`config.mk`:
```
export PLATFORM = sky130hd
export DESIGN_NAME = capctl
export DESIGN_NICKNAME = d
export VERILOG_FILES = /design/src/rtl/capctl_pkg.sv /design/src/rtl/capctl.sv
export SDC_FILE = /design/constraint.sdc
export NUM_CORES = 1
export LEC_CHECK = 0
export ABC_AREA = 1
export BUFFER_PORTS_ARGS = -buffer_cell sky130_fd_sc_hd__buf_2
export CAP_MARGIN = 40
export CORE_ASPECT_RATIO = 1.1
export CORE_MARGIN = 5
export CORE_UTILIZATION = 24
export DETAILED_ROUTE_END_ITERATION = 8
export SLEW_MARGIN = 20
export SYNTH_ARGS = -nofsm -noshare
export SYNTH_HDL_FRONTEND = slang
export SYNTH_SLANG_ARGS = --single-unit
```
`constraint.sdc`:
```
create_clock -name aclk -period 18.1 [get_ports aclk]
set_input_delay 0 -clock aclk [delete_from_list [all_inputs] [get_ports aclk]]
set_output_delay 0 -clock aclk [all_outputs]
set_load 0.005 [all_outputs]
```
`src/rtl/capctl_pkg.sv`:
```
package capctl_pkg;
    // ********************************
    // Timing
    // ********************************
    localparam int CLK_NS = 10;
    localparam int SEC_NS = 1_000_000_000;
    localparam int TICK_CYC = SEC_NS / CLK_NS;
    localparam int LONG_PRESS_S = 5;
    localparam int RELAY_DIV = 5;
    // ********************************
    // Register offsets
    // ********************************
    localparam logic [7:0] A_SWITCH = 8'h00;
    localparam logic [7:0] A_POT = 8'h04;
    localparam logic [7:0] A_MEAS = 8'h08;
    localparam logic [7:0] A_ANGLE = 8'h0C;
    localparam logic [7:0] A_STATUS = 8'h10;
    localparam logic [7:0] A_DISP = 8'h14;
    // ********************************
    // Fields and reset values
    // ********************************
    localparam int F_SEQ = 0;
    localparam int F_LOCK = 3;
    localparam int F_LIM = 6;
    localparam logic [9:0] SWITCH_RST = 10'h0D8;
    localparam logic [31:0] POT_RST = 32'h0000_6432;
    localparam logic [8:0] ANG_OK = 9'h05A;
    localparam logic [8:0] BAND_LO = 9'h000;
    localparam logic [8:0] BAND_HI = 9'h0B4;
    localparam logic [1:0] RESP_OK = 2'h0;
    localparam logic [1:0] RESP_ERR = 2'h2;
    // ********************************
    // Tables
    // ********************************
    localparam logic [9:0] LOCK_S [8] = '{10'h00A, 10'h014,
        10'h01E, 10'h03C, 10'h0B4, 10'h12C, 10'h1E0, 10'h258};
    // First four stage weights per sequence, later stages repeat the 4th
    localparam logic [15:0] WGT [8] = '{16'h1111, 16'h2211,
        16'h2221, 16'h3321, 16'h4321, 16'h4421, 16'h6321, 16'h8421};
    localparam logic [3:0] SEQ_MAXLIM [8] = '{4'hC, 4'hC, 4'hC,
        4'hC, 4'h9, 4'h9, 4'h7, 4'h6};
    localparam logic [3:0] NSTAGE = 4'hC;
    localparam logic [7:0] SYM_NONE = 8'h20;
    localparam logic [7:0] SYM_SEQ = 8'h53;
    localparam logic [7:0] SYM_TIME = 8'h74;
    localparam logic [7:0] SYM_LIM = 8'h4C;
    localparam logic [7:0] SYM_RATIO = 8'h63;
    localparam logic [7:0] SYM_COS = 8'h43;
    typedef enum logic [2:0] {PG_NORM, PG_SEQ, PG_TIME, PG_LIM,
        PG_RATIO, PG_COS} page_e;
endpackage

```
`src/rtl/capctl.sv`:
```
`timescale 1ns/1ns
// Summary of operation
// - Switches 4-6 select lockout 10..600 s, switch 4 least significant.
// - Expanded display page after sequence shows lockout with 't'.
// - Stage limit ranges from 1 to 12.
// - Switches 7-10 form binary limit, switch 7 least significant.
// - No stage above the limit is ever energised.
// - Maximum step count is the weight sum of stages up to limit.
// - Limit clamped to 9, 9, 7, 6 for sequences 4, 5, 6, 7.
// - Expanded display page shows stage limit with 'L'.
// - Expanded display page shows step ratio with small 'c'.
// - Expanded display page shows target setting with large 'C'.
// - Add a step when lagging vars exceed three quarters of a step.
// - Remove a step when leading vars exceed three quarters of a step.
// - Current-to-voltage angle accepted within 90 degrees of 90.
// - Angle in band: automatic mode, no connection error.
// - Reversed transformer shows 270 degrees with connection error.
// - Wrong phase pair shows 150 degrees, inside the band: no connection error.
// - CA pair shows 210 degrees with connection error.
// - Displayed error angle follows the measured system angle.
// - AB pair: no error, shows 60 degrees leading.
// - AC pair: no error, shows 60 degrees lagging.
// - Lower button held over 5 s enters or leaves expanded display.
// - Relay acts after lockout/5 of demand, once lockout elapsed.
module capctl
    import capctl_pkg::*;
#(
    parameter int TICK_CYCLES = TICK_CYC
) (
    input wire logic aclk,
    input wire logic aresetn,
    input wire logic [7:0] awaddr,
    input wire logic awvalid,
    output logic awready,
    input wire logic [31:0] wdata,
    input wire logic [3:0] wstrb,
    input wire logic wvalid,
    output logic wready,
    output logic [1:0] bresp,
    output logic bvalid,
    input wire logic bready,
    input wire logic [7:0] araddr,
    input wire logic arvalid,
    output logic arready,
    output logic [31:0] rdata,
    output logic [1:0] rresp,
    output logic rvalid,
    input wire logic rready,
    input wire logic btn_lower,
    output logic [11:0] stage_out,
    output logic conn_error,
    output logic auto_mode
);
    // ********************************
    // Registers
    // ********************************
    logic [9:0] sw_r;
    logic [31:0] pot_r, meas_r;
    logic [8:0] ang_r;
    logic [7:0] awa_r;
    logic aw_r, w_r;
    logic [31:0] wd_r;
    logic [3:0] ws_r;
    logic [31:0] tick_cnt_r;
    logic tick_r;
    logic [9:0] lock_cnt_r, relay_cnt_r;
    logic [5:0] step_r;
    logic [2:0] press_r;
    logic btn_q_r, expanded_r, refused_r;
    page_e page_r;
    logic [7:0] sym_r;
    logic [15:0] val_r;

    // ********************************
    // Setup decode
    // ********************************
    logic [2:0] seq;
    logic [9:0] lock_s, relay_s;
    logic [3:0] lim_raw, lim;
    logic [5:0] max_steps;
    logic [11:0] on_map;
    assign seq = sw_r[F_SEQ +: 3];
    assign lock_s = LOCK_S[sw_r[F_LOCK +: 3]];
    assign relay_s = lock_s / 10'(RELAY_DIV);
    assign lim_raw = sw_r[F_LIM +: 4];

    always_comb begin
        lim = lim_raw;
        if (lim == 4'h0) begin
            lim = 4'h1;
        end
        if (lim > SEQ_MAXLIM[seq]) begin
            lim = SEQ_MAXLIM[seq];
        end
    end

    function automatic logic [3:0] wgt(input logic [2:0] s,
                                       input int i);
        logic [15:0] w;
        w = WGT[s];
        wgt = (i < 4) ? w[4*i +: 4] : w[15:12];
    endfunction

    // Greedy fill from the top stage keeps the map within limit
    always_comb begin
        logic [5:0] rem;
        rem = step_r;
        max_steps = 6'h00;
        on_map = 12'h000;
        for (int i = 11; i >= 0; i--) begin
            if (4'(i) < lim) begin
                max_steps = max_steps + 6'(wgt(seq, i));
                if (6'(wgt(seq, i)) <= rem) begin
                    on_map[i] = 1'b1;
                    rem = rem - 6'(wgt(seq, i));
                end
            end
        end
    end

    // ********************************
    // Demand, timers and stepping
    // ********************************
    logic signed [15:0] q;
    logic [17:0] q4, s3;
    logic dem_up, dem_dn, lock_done, act;
    assign q = meas_r[15:0];
    assign q4 = q[15] ? 18'(-q) << 2 : 18'(q) << 2;
    assign s3 = 18'(meas_r[31:16]) * 18'h3;
    assign dem_up = !q[15] && (q4 > s3);
    assign dem_dn = q[15] && (q4 > s3);
    assign lock_done = lock_cnt_r >= lock_s;
    assign act = tick_r && auto_mode && lock_done
        && (relay_cnt_r + 10'h1 >= relay_s);

    always_ff @(posedge aclk) begin
        if (!aresetn || tick_cnt_r == 32'(TICK_CYCLES - 1)) begin
            tick_cnt_r <= 32'h0;
        end else begin
            tick_cnt_r <= tick_cnt_r + 32'h1;
        end
        tick_r <= aresetn && tick_cnt_r == 32'(TICK_CYCLES - 1);
    end

    always_ff @(posedge aclk) begin
        if (!aresetn) begin
            relay_cnt_r <= 10'h0;
        end else if (!(dem_up || dem_dn) || act) begin
            relay_cnt_r <= 10'h0;
        end else if (tick_r) begin
            relay_cnt_r <= relay_cnt_r + 10'h1;
        end
    end

    always_ff @(posedge aclk) begin
        if (!aresetn) begin
            step_r <= 6'h00;
            lock_cnt_r <= 10'h0;
        end else if (step_r > max_steps) begin
            step_r <= max_steps;
            lock_cnt_r <= 10'h0;
        end else if (act && dem_dn && step_r != 6'h00) begin
            step_r <= step_r - 6'h01;
            lock_cnt_r <= 10'h0;
        end else if (act && dem_up && step_r < max_steps) begin
            step_r <= step_r + 6'h01;
        end else if (tick_r && !lock_done) begin
            lock_cnt_r <= lock_cnt_r + 10'h1;
        end
    end

    always_ff @(posedge aclk) begin
        if (!aresetn) begin
            stage_out <= 12'h000;
            conn_error <= 1'b0;
            auto_mode <= 1'b0;
            refused_r <= 1'b0;
        end else begin
            stage_out <= on_map;
            conn_error <= !(ang_r > BAND_LO && ang_r < BAND_HI);
            auto_mode <= ang_r > BAND_LO && ang_r < BAND_HI;
            refused_r <= lim_raw > SEQ_MAXLIM[seq];
        end
    end

    // ********************************
    // Button and expanded display
    // ********************************
    always_ff @(posedge aclk) begin
        if (!aresetn) begin
            btn_q_r <= 1'b0;
            press_r <= 3'h0;
            expanded_r <= 1'b0;
            page_r <= PG_NORM;
        end else begin
            btn_q_r <= btn_lower;
            if (!btn_lower) begin
                press_r <= 3'h0;
            end else if (tick_r && press_r <= 3'(LONG_PRESS_S)) begin
                press_r <= press_r + 3'h1;
            end
            if (tick_r && btn_lower && press_r == 3'(LONG_PRESS_S)) begin
                expanded_r <= !expanded_r;
                page_r <= PG_NORM;
            end else if (expanded_r && btn_lower && !btn_q_r) begin
                unique case (page_r)
                    PG_NORM: page_r <= PG_SEQ;
                    PG_SEQ: page_r <= PG_TIME;
                    PG_TIME: page_r <= PG_LIM;
                    PG_LIM: page_r <= PG_RATIO;
                    PG_RATIO: page_r <= PG_COS;
                    PG_COS: page_r <= PG_NORM;
                    default: page_r <= PG_NORM;
                endcase
            end
        end
    end

    always_ff @(posedge aclk) begin
        if (!aresetn) begin
            sym_r <= SYM_NONE;
            val_r <= 16'h0000;
        end else begin
            unique case (page_r)
                PG_SEQ: begin
                    sym_r <= SYM_SEQ;
                    val_r <= 16'(seq);
                end
                PG_TIME: begin
                    sym_r <= SYM_TIME;
                    val_r <= 16'(lock_s);
                end
                PG_LIM: begin
                    sym_r <= SYM_LIM;
                    val_r <= 16'(lim);
                end
                PG_RATIO: begin
                    sym_r <= SYM_RATIO;
                    val_r <= 16'(pot_r[7:0]);
                end
                PG_COS: begin
                    sym_r <= SYM_COS;
                    val_r <= 16'(pot_r[15:8]);
                end
                default: begin
                    // Measured angle shown as is: 270, 150, 210, 230...
                    sym_r <= SYM_NONE;
                    val_r <= 16'(ang_r);
                end
            endcase
        end
    end

    // ********************************
    // AXI4-Lite slave
    // ********************************
    logic wr_go, mapped_w, mapped_r;
    assign wr_go = aw_r && w_r && !bvalid;
    assign mapped_w = awa_r[7:2] <= A_ANGLE[7:2];
    assign mapped_r = araddr[7:2] <= A_DISP[7:2];

    always_ff @(posedge aclk) begin
        if (!aresetn) begin
            aw_r <= 1'b0;
            w_r <= 1'b0;
            awa_r <= 8'h00;
            wd_r <= 32'h0;
            ws_r <= 4'h0;
            bvalid <= 1'b0;
            bresp <= RESP_OK;
        end else begin
            if (awvalid && awready) begin
                aw_r <= 1'b1;
                awa_r <= awaddr;
            end
            if (wvalid && wready) begin
                w_r <= 1'b1;
                wd_r <= wdata;
                ws_r <= wstrb;
            end
            if (wr_go) begin
                aw_r <= 1'b0;
                w_r <= 1'b0;
                bvalid <= 1'b1;
                bresp <= mapped_w ? RESP_OK : RESP_ERR;
            end else if (bready) begin
                bvalid <= 1'b0;
            end
        end
    end
    assign awready = !aw_r;
    assign wready = !w_r;

    function automatic logic [31:0] merge(input logic [31:0] o,
        input logic [31:0] d, input logic [3:0] s);
        for (int b = 0; b < 4; b++) begin
            o[8*b +: 8] = s[b] ? d[8*b +: 8] : o[8*b +: 8];
        end
        merge = o;
    endfunction

    always_ff @(posedge aclk) begin
        if (!aresetn) begin
            sw_r <= SWITCH_RST;
            pot_r <= POT_RST;
            meas_r <= 32'h0;
            ang_r <= ANG_OK;
        end else if (wr_go) begin
            unique case (awa_r[7:2])
                A_SWITCH[7:2]: sw_r <= merge(32'(sw_r), wd_r, ws_r)[9:0];
                A_POT[7:2]: pot_r <= merge(pot_r, wd_r, ws_r);
                A_MEAS[7:2]: meas_r <= merge(meas_r, wd_r, ws_r);
                A_ANGLE[7:2]: ang_r <= merge(32'(ang_r), wd_r, ws_r)[8:0];
                default: ;
            endcase
        end
    end

    always_ff @(posedge aclk) begin
        if (!aresetn) begin
            rvalid <= 1'b0;
            rdata <= 32'h0;
            rresp <= RESP_OK;
        end else if (arvalid && arready) begin
            rvalid <= 1'b1;
            rresp <= mapped_r ? RESP_OK : RESP_ERR;
            unique case (araddr[7:2])
                A_SWITCH[7:2]: rdata <= 32'(sw_r);
                A_POT[7:2]: rdata <= pot_r;
                A_MEAS[7:2]: rdata <= meas_r;
                A_ANGLE[7:2]: rdata <= 32'(ang_r);
                A_STATUS[7:2]: rdata <= {10'h0, step_r, refused_r,
                    expanded_r, auto_mode, conn_error, stage_out};
                A_DISP[7:2]: rdata <= {val_r, 8'h00, sym_r};
                default: rdata <= 32'h0;
            endcase
        end else if (rready) begin
            rvalid <= 1'b0;
        end
    end
    assign arready = !rvalid;
endmodule

```
Yosys cells after proc, flatten, opt, wreduce, memory -nomap -nowiden

Memory sizes are Yosys's and may differ from the RTL's.
Index checks and enable logic that the tools add are counted.

Register bits: 273
Memory bits (read-only): 240
Bits of input ports: 60
Output and inout port bits: 55
Memories kept: 3

Memory list:

| name            | depth | width | read ports | clocked after memory_dff | write ports | RTL line      | text |
|---|---|---|---|---|---|---|---|
| (no name shown) | 8     | 16    | 1          | 0                        | 0           | capctl.sv:100 | `w = WGT[s];` |
| (no name shown) | 8     | 10    | 1          | 0                        | 0           | capctl.sv:83  | `assign lock_s = LOCK_S[sw_r[F_LOCK +: 3]];` |
| (no name shown) | 8     | 4     | 1          | 0                        | 0           | capctl.sv:182 | `refused_r <= lim_raw > SEQ_MAXLIM[seq];` |

Add/sub/neg operators: 29
Multipliers: 1
Div/mod/pow operators: 1
Order comparisons: 38
Eq/ne operators: 15
Muxes and demuxes: 68
Bitwise gates (word level): 4
Reductions and logical operators: 74

Operators by type and width:

| cell                  | number |
|---|---|
| $mux 6                | 36 |
| $pmux 32 s6           | 1 |
| $le 4x6->1            | 12 |
| $add 6x4->6           | 11 |
| $sub 6x4->6           | 11 |
| $pmux 10 s5           | 1 |
| $reduce_and 3->1      | 12 |
| $pmux 7 s5            | 1 |
| $add 32x1->32 const B | 1 |
| $eq 32x27->1 const B  | 1 |
| $mux 16               | 2 |
| $reduce_and 2->1      | 14 |
| $eq 6x2->1 const B    | 4 |
| $logic_and 1x1->1     | 22 |
| $add 10x1->10 const B | 2 |
| $ge 10x10->1          | 2 |
| $mux 10               | 2 |
| $mux 4                | 5 |
| $gt 18x18->1          | 1 |
| $mul 16x2->18 const B | 1 |
| $mux 18               | 1 |
| $lt 3x4->1 const A    | 4 |
| $lt 4x4->1 const A    | 4 |
| $mux 1                | 16 |
| other kinds (35)      | 63 |

Depth between registers and ports, before layout

Gate-level depths: netlist of run 1.

Depth in word-level cells: 40
Mapped depth: 133

Worst setup path before layout of run 1

No wires, ideal clock.

Kind: reg-to-reg
From: register sw_r[1]
To: register stage_out[0]
Library setup time: 66 ps
Arrival: 18,413 ps
Slack: -379 ps
Cell stages (with the launch flop): 119
Clock period less this slack: 18,479 ps
Path through: dfxtp_1 -> inv_1 -> a21oi_1 -> inv_1 -> ha_1 -> nand2_1 -> o21ai_1 -> nor2_1 -> inv_2 -> nand2_1 -> nand2_1 -> o21ai_0 -> inv_1 -> ha_1 -> inv_1 -> fa_1 -> a21oi_1 -> inv_1 -> [83 not listed] -> or2_2 -> nand2_1 -> nand2_2 -> nor2_4 -> nand2_2 -> nand2_2 -> nand2_1 -> nand2_1 -> ha_1 -> inv_1 -> fa_1 -> a21oi_1 -> nand3_1 -> nor2_4 -> nand2_1 -> nand2_1 -> nand2_1 -> a21oi_2

Longest elaborated chain between the ends: 40

Ends and longest elaborated chain:

| element                                   | RTL line                                  | text |
|---|---|---|
| from (decl)                               | capctl.sv:57                              | `logic [9:0] sw_r;` |
| from (signal assigned)                    | capctl.sv:310                             | `A_SWITCH[7:2]: sw_r <= merge(32'(sw_r), wd_r, ws_r)[9:0];` |
| $not 3->4 (implied by the code) *         | capctl.sv:92, capctl.sv:93, capctl.sv:100 |  |
| $mem_v2 8x4                               | --                                        |  |
| $mux 4 (2 in a row)                       | --                                        |  |
| $gt 4x4->1                                | capctl.sv:92                              | `if (lim > SEQ_MAXLIM[seq]) begin` |
| $mux 4                                    | capctl.sv:92                              |  |
| $lt 4x4->1                                | capctl.sv:111                             | `if (4'(i) < lim) begin` |
| $mux 6                                    | capctl.sv:111                             |  |
| $sub 6x4->6 or $le 4x6->1 (tied branches) | capctl.sv:115, capctl.sv:113              |  |
| [23 not listed]                           | --                                        |  |
| $sub 6x4->6 or $le 4x6->1 (tied branches) | capctl.sv:115, capctl.sv:113              |  |
| $mux 6                                    | capctl.sv:113                             | `if (6'(wgt(seq, i)) <= rem) begin` |
| $mux 6                                    | capctl.sv:111                             |  |
| $sub 6x4->6 or $le 4x6->1 (tied branches) | capctl.sv:115, capctl.sv:113              |  |
| $mux 6                                    | capctl.sv:113                             |  |
| $mux 6                                    | capctl.sv:111                             |  |
| $le 4x6->1                                | capctl.sv:113                             |  |
| $mux 1                                    | capctl.sv:113                             |  |
| to (signal assigned)                      | capctl.sv:179                             | `stage_out <= on_map;` |
| to (decl)                                 | capctl.sv:50                              | `output logic [11:0] stage_out,` |

Mark *: on every way between the ends. The rest lies on a longest branch, timed or not. The select of a mux whose other input is x is not followed.
A chain may end at the register's enable or synchronous reset.

Worst setup path in the final report of run 1

From: register sw_r[0]
To: register stage_out[0]

Same word-level chain as after synthesis.

==> run summary, run 1 <==
Entering global routing, the biggest net connects 84 pins. The remaining max-slew budget at the tightest pin is 0.525. The starting utilization of the core area came out at 0.242. The post-synthesis cell type count is 62. The number of enable flip-flop cells after synthesis is 0. The stage delay of the slowest cell on the critical path came out at 0.42 ns. The setup path with the least slack is of type reg -> reg. The library cell appearing most often on the critical path is nand2_1. The number of buffers on the longest clock path is 3. The DRC violations left came out at 0. After synthesis, the cell types taking the most area are dfxtp_1, ha_1, nand2_1. In this run, the number of DRC markers left after iteration 0 of detailed routing was 1294. The xor and xnor area share after synthesis came out at 0.0483.

The overall global routing resource usage is 0.130. In this run the number of H-tree levels came out at 1. The final design area excluding fillers is 21700 um^2. The root buffer cell chosen for the clock tree is clkbuf_16. The maximum clock rate is 59.0 MHz. The die extent in x is 271 um.

The wire length after detailed routing is 55.5 mm. The share of the Yosys chip area taken by registers is 0.290. The endpoint arrival time on the critical path came out at 17.45 ns. The cell leakage power is 9.73 nW. The power per unit of standard cell area came out at 94.0 nW/um^2.

The flow ran to the end, and the final reports show no timing, DRC or antenna violations. The final standard cell utilization of the core is 0.290. The fraction of the mapped netlist area in compound gates came out at 0.178. The post-synthesis async set-or-reset flop share came out at 0. The routed via count is 17500. The placer's final routability congestion estimate is 0.886. The count of final setup violators is 0. For this run, the leading register cell type out of synthesis is dfxtp_1. The number of synthesized register bits is 261. Clock latency on the worst-skew pair, taken at its later pin, is 0.56 ns. The tree built by TritonCTS fans out to 261 sinks. The max-capacitance violation count is 0. Of all nets on the critical path, the largest fanout is 9.

Summed over all instances, the cell type with the most area after synthesis is dfxtp_1. The detail-routed via count per cell came out at 4.68. The largest family of logic cells by synthesized area is simple AND/OR/NAND/NOR gates. The number of synthesis warnings is 0. Fill cells in the final layout number 8160. The number of port buffers is 108.

The largest individual stage delay along the critical path comes from the cell fa_2. The number of buffers inserted during clock tree synthesis came out at 27. The largest voltage drop on the vdd net came out at 0.0684 mV. The final-stage net count came out at 3006.

The total die area came out at 80700 um^2. The routed length per placed instance came out at 14.8 um. The average instance area after synthesis is 7.02 um^2.

For the final database, setup skew stands at 0.0150 ns. The CTS tree is done. The standard cell area after detailed placement is 19900 um^2. The cell area after technology mapping is 18000 um^2.

The number of search-and-repair iterations in the first detailed-routing pass came out at 5. The leading cell type by number of instances after synthesis is nand2_1. The wire-length estimate of the detail-placed layout is 43.1 mm. The final number of max-transition violations came out at 0. The area added between synthesis and finish is 20.1%. After floorplanning, the core was sized to cover 74600 um^2. The startpoint type of the worst setup path is a register.

The number of global-route vias before repair is 16400. The type of the tightest min-delay check is in -> reg. The remaining antenna violation count after routing is 0.

Once routing completed, OpenROAD measured the worst setup slack at 1.15 ns. The smallest clock period supported by the final layout is computed as 16.95 ns. The worst setup path is captured at a register.

The initial antenna violation count came out at 1. The post-synthesis adder-cell area fraction came out at 0.133. The number of instances in the synthesized netlist came out at 2569.

The multiplexer share of the synthesized area came out at 0.00250. The pre-CTS worst setup slack came out at 0.176 ns. The transition time at the pin with the least slew margin came out at 0.713 ns.

The worst setup slack for register-to-register paths came out at 1.15 ns. For the worst setup path, the data required time is 18.59 ns. Hold is met by 0.144 ns. The clock transition at the registers of the reported paths is 0.07 ns. The share of the synthesized area in the top cell type is 0.290. The global-route wire length before repair came out at 87.3 mm. The fraction of final layout cells with drive strength greater than 1 is 0.129. The commonest cells after synthesis are nand2_1, inv_1, nor2_1, dfxtp_1, o21ai_0. The floorplan row count came out at 105.

The number of hold-slack violations in the final timing report came to 0. The number of ports placed on the die boundary came out at 115. Of the total synthesized cell area, the portion taken by AND, OR, NAND and NOR gates is 0.261. The total overflow left after global routing is 0. Dividing the final minimum period by the clock period gives 0.937. The height of the die came out at 298 um.
## registers in the layout (all words and copies together), names as in the netlist, 4 cells and up
name         count
meas_r          32
pot_r           32
rdata           32
tick_cnt_r      32
wd_r            32
stage_out       12
lock_cnt_r      10
relay_cnt_r     10
sw_r            10
val_r           10
ang_r            9
awa_r            6
step_r           6
sym_r            6
ws_r             4
## final timing paths
kind / startpoint / end / depth (start not counted)
worst min register to register: tick_cnt_r[0]$_SDFF_PP0_ / tick_cnt_r[0]$_SDFF_PP0_ / 1
worst max-delay path: sw_r[0]$_SDFFE_PN0P_ / stage_out[0]$_SDFF_PN0_ / 122
worst min-delay path: araddr[4] / rdata[3]$_SDFFE_PN0P_ / 5
worst max register to register: sw_r[0]$_SDFFE_PN0P_ / stage_out[0]$_SDFF_PN0_ / 122
## cells by family after synthesis
family                     Yosys count
adders and majority gates          179
and+or+nand+nor                   1061
muxes                                4
xor gates and xnor gates            96
DFF                                261
buffers and inverters              415
other                                1
AOI/OAI and AO/OA                  552
## placed cells by master, fill, tap and decap left out, drive strengths merged, types with 4 or more instances in the layout
| cell | n |
|---|---|
| nand2 | 484 |
| inv | 349 |
| nor2 | 332 |
| dfxtp | 261 |
| o21ai | 200 |
| a21oi | 189 |
| buf | 172 |
| ha | 158 |
| nand3 | 114 |
| xor2 | 73 |
| dlygate4sd3 | 55 |
| nor3 | 47 |
| clkbuf | 43 |
| nand4 | 30 |
| o211ai | 23 |
| xnor2 | 23 |
| nor3b | 22 |
| a211oi | 22 |
| fa | 21 |
| a22oi | 20 |
| a31oi | 18 |
| o22ai | 13 |
| nor4 | 13 |
| a221oi | 12 |
| o21a | 11 |
| o21bai | 10 |
| or2 | 10 |
| clkinv | 9 |
| a41oi | 8 |
| o2111ai | 5 |
| o221ai | 4 |
| nand3b | 4 |
| and3 | 4 |
| a22o | 4 |
| mux2 | 4 |
## metrics by stage
step | cells | setup TNS [ns] | power, W
after detailed placement | 3629 | 0 | 0.00140
final | 3751 | 0 | 0.00204
after floorplan | 2570 | 0 | 0.00121
after CTS | 3732 | 0 | 0.00198
after global routing | 3749 | -0.398 | 0.00218
after global placement | 3627 | 0 | 0.00139
## cell type report
class	instances	area, um^2	share of cell area
clock inverters	6	86.3	0.00398
diodes	2	5.00	0.000231
repair buffers	228	1620	0.0746
clock buffers	42	792	0.0366
multi-input cells	1894	11400	0.526
inverters	355	1330	0.0615
well taps	963	1200	0.0556
flip-flops and latches	261	5230	0.242
## report_power, final
group / total, W / switching (W) / internal (W)
logic: 0.000851 / 0.000512 / 0.000339
registers: 0.000622 / 0.0000276 / 0.000595
clock network: 0.000564 / 0.000236 / 0.000328
total: 0.00204 / 0.000776 / 0.00126
## metal layers
metal,share of wire,GRT usage
met5,0,0
met4,0.038,0.0459
met3,0.047,0.0145
met2,0.46,0.218
met1,0.45,0.174
## critical path: cells and delay by family (launching register included)
family          cells  cell delay (ns)
buf+inv            21             1.49
flops               1             0.38
mux                 2             0.53
fa+ha+maj          22             5.68
compound gates     22             3.46
simple gates       55             5.37
## what timing repair did
action | in CTS | in global routing
hold buffers | 55 | 0
hold endpoints to repair | 71 | 0
buffers inserted | 0 | 15
gates resized for setup | 0 | 48
setup endpoints to repair | 0 | 3
No activity file was read; power rests on OpenSTA's default activity.
==> run 2: changes to the inputs <==
MAX_ROUTING_LAYER = met4   (was default)
==> run summary, run 2 (synthesis results as in run 1) <==
The flow ran to the end, and the final reports show no timing, DRC or antenna violations. The number of port buffers came out at 108. The worst setup path is captured at a register. After detailed placement, the design holds a cell count of 3629.

The most common cell after layout, fill and taps aside is nand2_1. The die is 271 um wide. The final hold slack is 0.143 ns. The reg-to-reg endpoint is stage_out[0]$_SDFF_PN0_. Measured against its own limit, the worst slew margin works out to 0.533. The critical path in this run is classified as reg -> reg. The global-route wire length before repair came out at 87.3 mm. The number of hold-slack violations in the final timing report is 0.

The wire length after detailed routing came out at 55.3 mm. The floorplan row count is 105. TritonCTS built the clock tree. The worst flop-to-flop path startpoint is sw_r[0]$_SDFFE_PN0P_.

The transition time at the pin with the least slew margin came out at 0.701 ns. The fraction of final layout cells with drive strength greater than 1 came out at 0.129. Across every metal layer, demand over resource in global routing totals 0.134. The count of H-tree levels built during CTS is 1. The clock transition at the registers of the reported paths came out at 0.07 ns. The detailed router placed 17500 vias in this run.

The area used by multi-input combinational logic came out at 11400 um^2. At the end of routability-driven placement, the weighted congestion stood at 0.901. The floorplan step set the die height to 298 um. The residual overflow from global routing came out at 0.

The standard cell area after detailed placement came out at 19900 um^2. The clock insertion delay at the later pin of the skew report is 0.56 ns. In this run the count of I/O pins placed on the die edge is 115.

The top cell types in the final layout, fill and taps aside, are nand2_1, inv_1, nor2_1. With fillers left out, the area of the finished cells amounts to 21700 um^2. The final standard cell utilization of the core is 0.290.

The end point of the most critical hold path is rdata[3]$_SDFFE_PN0P_. The root buffer cell chosen for the clock tree is clkbuf_16. The initial antenna violation count is 1. The die covers 80700 um^2. The slowest stage of the critical path is the fa_2 cell. Summed over all nets, the half-perimeter wirelength after detailed placement is 43.1 mm. The region available for standard cell placement spans 74600 um^2. The clock period minus worst slack came out at 16.96 ns. For this run, the post-layout net count is 3006. STA classifies the critical path startpoint as a register.

In this run the worst hold path is classified as in -> reg. Data arrives at the worst endpoint at 17.45 ns. Static timing analysis puts the maximum clock frequency at 59.0 MHz. The library cell appearing most often on the critical path is nand2_1. The number of buffers on the longest clock path came out at 3.

The largest fanout on the critical path is 9. The worst setup slack for register-to-register paths came out at 1.14 ns. Summed over all cells, the static leakage comes to 9.73 nW. The detail-routed via count per cell is 4.66. Relative to the synthesized area, the layout overhead comes to 20.1%. The count of routing violations after the opening detailed-route iteration came out at 1311. CTS saw 261 sinks. The setup clock skew after layout came out at 0.0185 ns. The final number of max-transition violations was 0. The pre-CTS worst setup slack came out at 0.176 ns.

The max-capacitance violation count came out at 0. The sequential standard cell area is 5230 um^2. The number of buffers inserted during clock tree synthesis is 27. The DRC violations left is 0. Before antenna repair, the detailed router went through 6 iterations. The pin count of the biggest net entering global routing is 84. In the finished design, the share of the clock period the worst path needs comes to 0.937.

The count of final setup violators is 0. IR analysis of the VDD net gives a maximum drop of 0.0684 mV. The number of global-route vias before repair came to 16400. The final cell count without fillers is 3751. The stage delay of the slowest cell on the critical path came out at 0.42 ns. The remaining antenna violation count after routing is 0. Dividing total power by cell area gives a power density of 93.9 nW/um^2. At the worst endpoint, the required time is 18.59 ns.

The final setup slack of the worst path is 1.14 ns. The logic depth of the worst register-to-register path came out at 122. The startpoint identified for the worst hold timing path is araddr[4]. After detailed routing, the average wire length per cell comes to 14.7 um. The filler cell count in the final layout is 8160.

The instance count along the most critical hold path came out at 5. For this configuration, the core starts out at a cell density of 0.242.
## run 2: cell count changes in the layout (fill, tap and decap cells not counted), sizes merged
cell | previous run | this run
clkbuf | 43 | 42
buf | 172 | 173
## run 2: how the worst max path moves through the flow
| stage | startpoint | endpoint | slack (ns) | depth (start not counted) |
|---|---|---|---|---|
| finish | sw_r[0]$_SDFFE_PN0P_ | stage_out[0]$_SDFF_PN0_ | 1.14 | 122 |
| CTS | sw_r[0]$_SDFFE_PN0P_ | stage_out[0]$_SDFF_PN0_ | 0.06 | 118 |
| global placement | sw_r[0]$_SDFFE_PN0P_ | stage_out[0]$_SDFF_PN0_ | 0.56 | 119 |
| detailed placement | sw_r[0]$_SDFFE_PN0P_ | stage_out[0]$_SDFF_PN0_ | 0.18 | 118 |
| floorplan | sw_r[1]$_SDFFE_PN0P_ | stage_out[0]$_SDFF_PN0_ | 0.38 | 118 |
| global route | sw_r[0]$_SDFFE_PN0P_ | stage_out[0]$_SDFF_PN0_ | -0.26 | 122 |
## run 2: worst max-delay path, delay by kind of cell (launching register included)
kind	cells	cell delay (ns)
mux	2	0.54
compound gates	22	3.47
flops	1	0.38
buf+inv	21	1.49
fa+ha+maj	22	5.67
simple gates	55	5.35
## run 2: per-stage QoR
| stage | total power, W | TNS [ns] |
|---|---|---|
| floorplan | 0.00121 | 0 |
| global placement | 0.00139 | 0 |
| detailed placement | 0.00140 | 0 |
| CTS | 0.00198 | 0 |
| global route | 0.00219 | -0.387 |
| finish | 0.00204 | 0 |
## run 2: metal layers
layer,vias to the layer above,wire length (um),GRT usage
li1,8926,-,-
met1,8008,25100,0.174
met2,419,25500,0.218
met3,115,2630,0.0145
met4,0,2040,0.0459
met5,-,0,-
## run 2: what timing repair did
action,in CTS,in global routing
buffers inserted,0,15
hold buffers,55,0
gates resized for setup,0,48
setup endpoints to repair,0,3
endpoints found under the hold margin,71,0
## run 2: area by class of cell
cell class                 count  share of cell area
timing repair buffer         228              0.0746
tap                          963              0.0556
sequential                   261               0.242
multi-input combinational   1894               0.526
antenna                        2            0.000231
clock buffer                  42              0.0366
clock inverter                 6             0.00398
inverter                     355              0.0615
## run 2: where the power goes
part / internal, W / switching, W / total, W
sequential: 0.000595 / 0.0000267 / 0.000621
combinational: 0.000339 / 0.000510 / 0.000849
clock: 0.000328 / 0.000237 / 0.000565
total: 0.00126 / 0.000774 / 0.00204
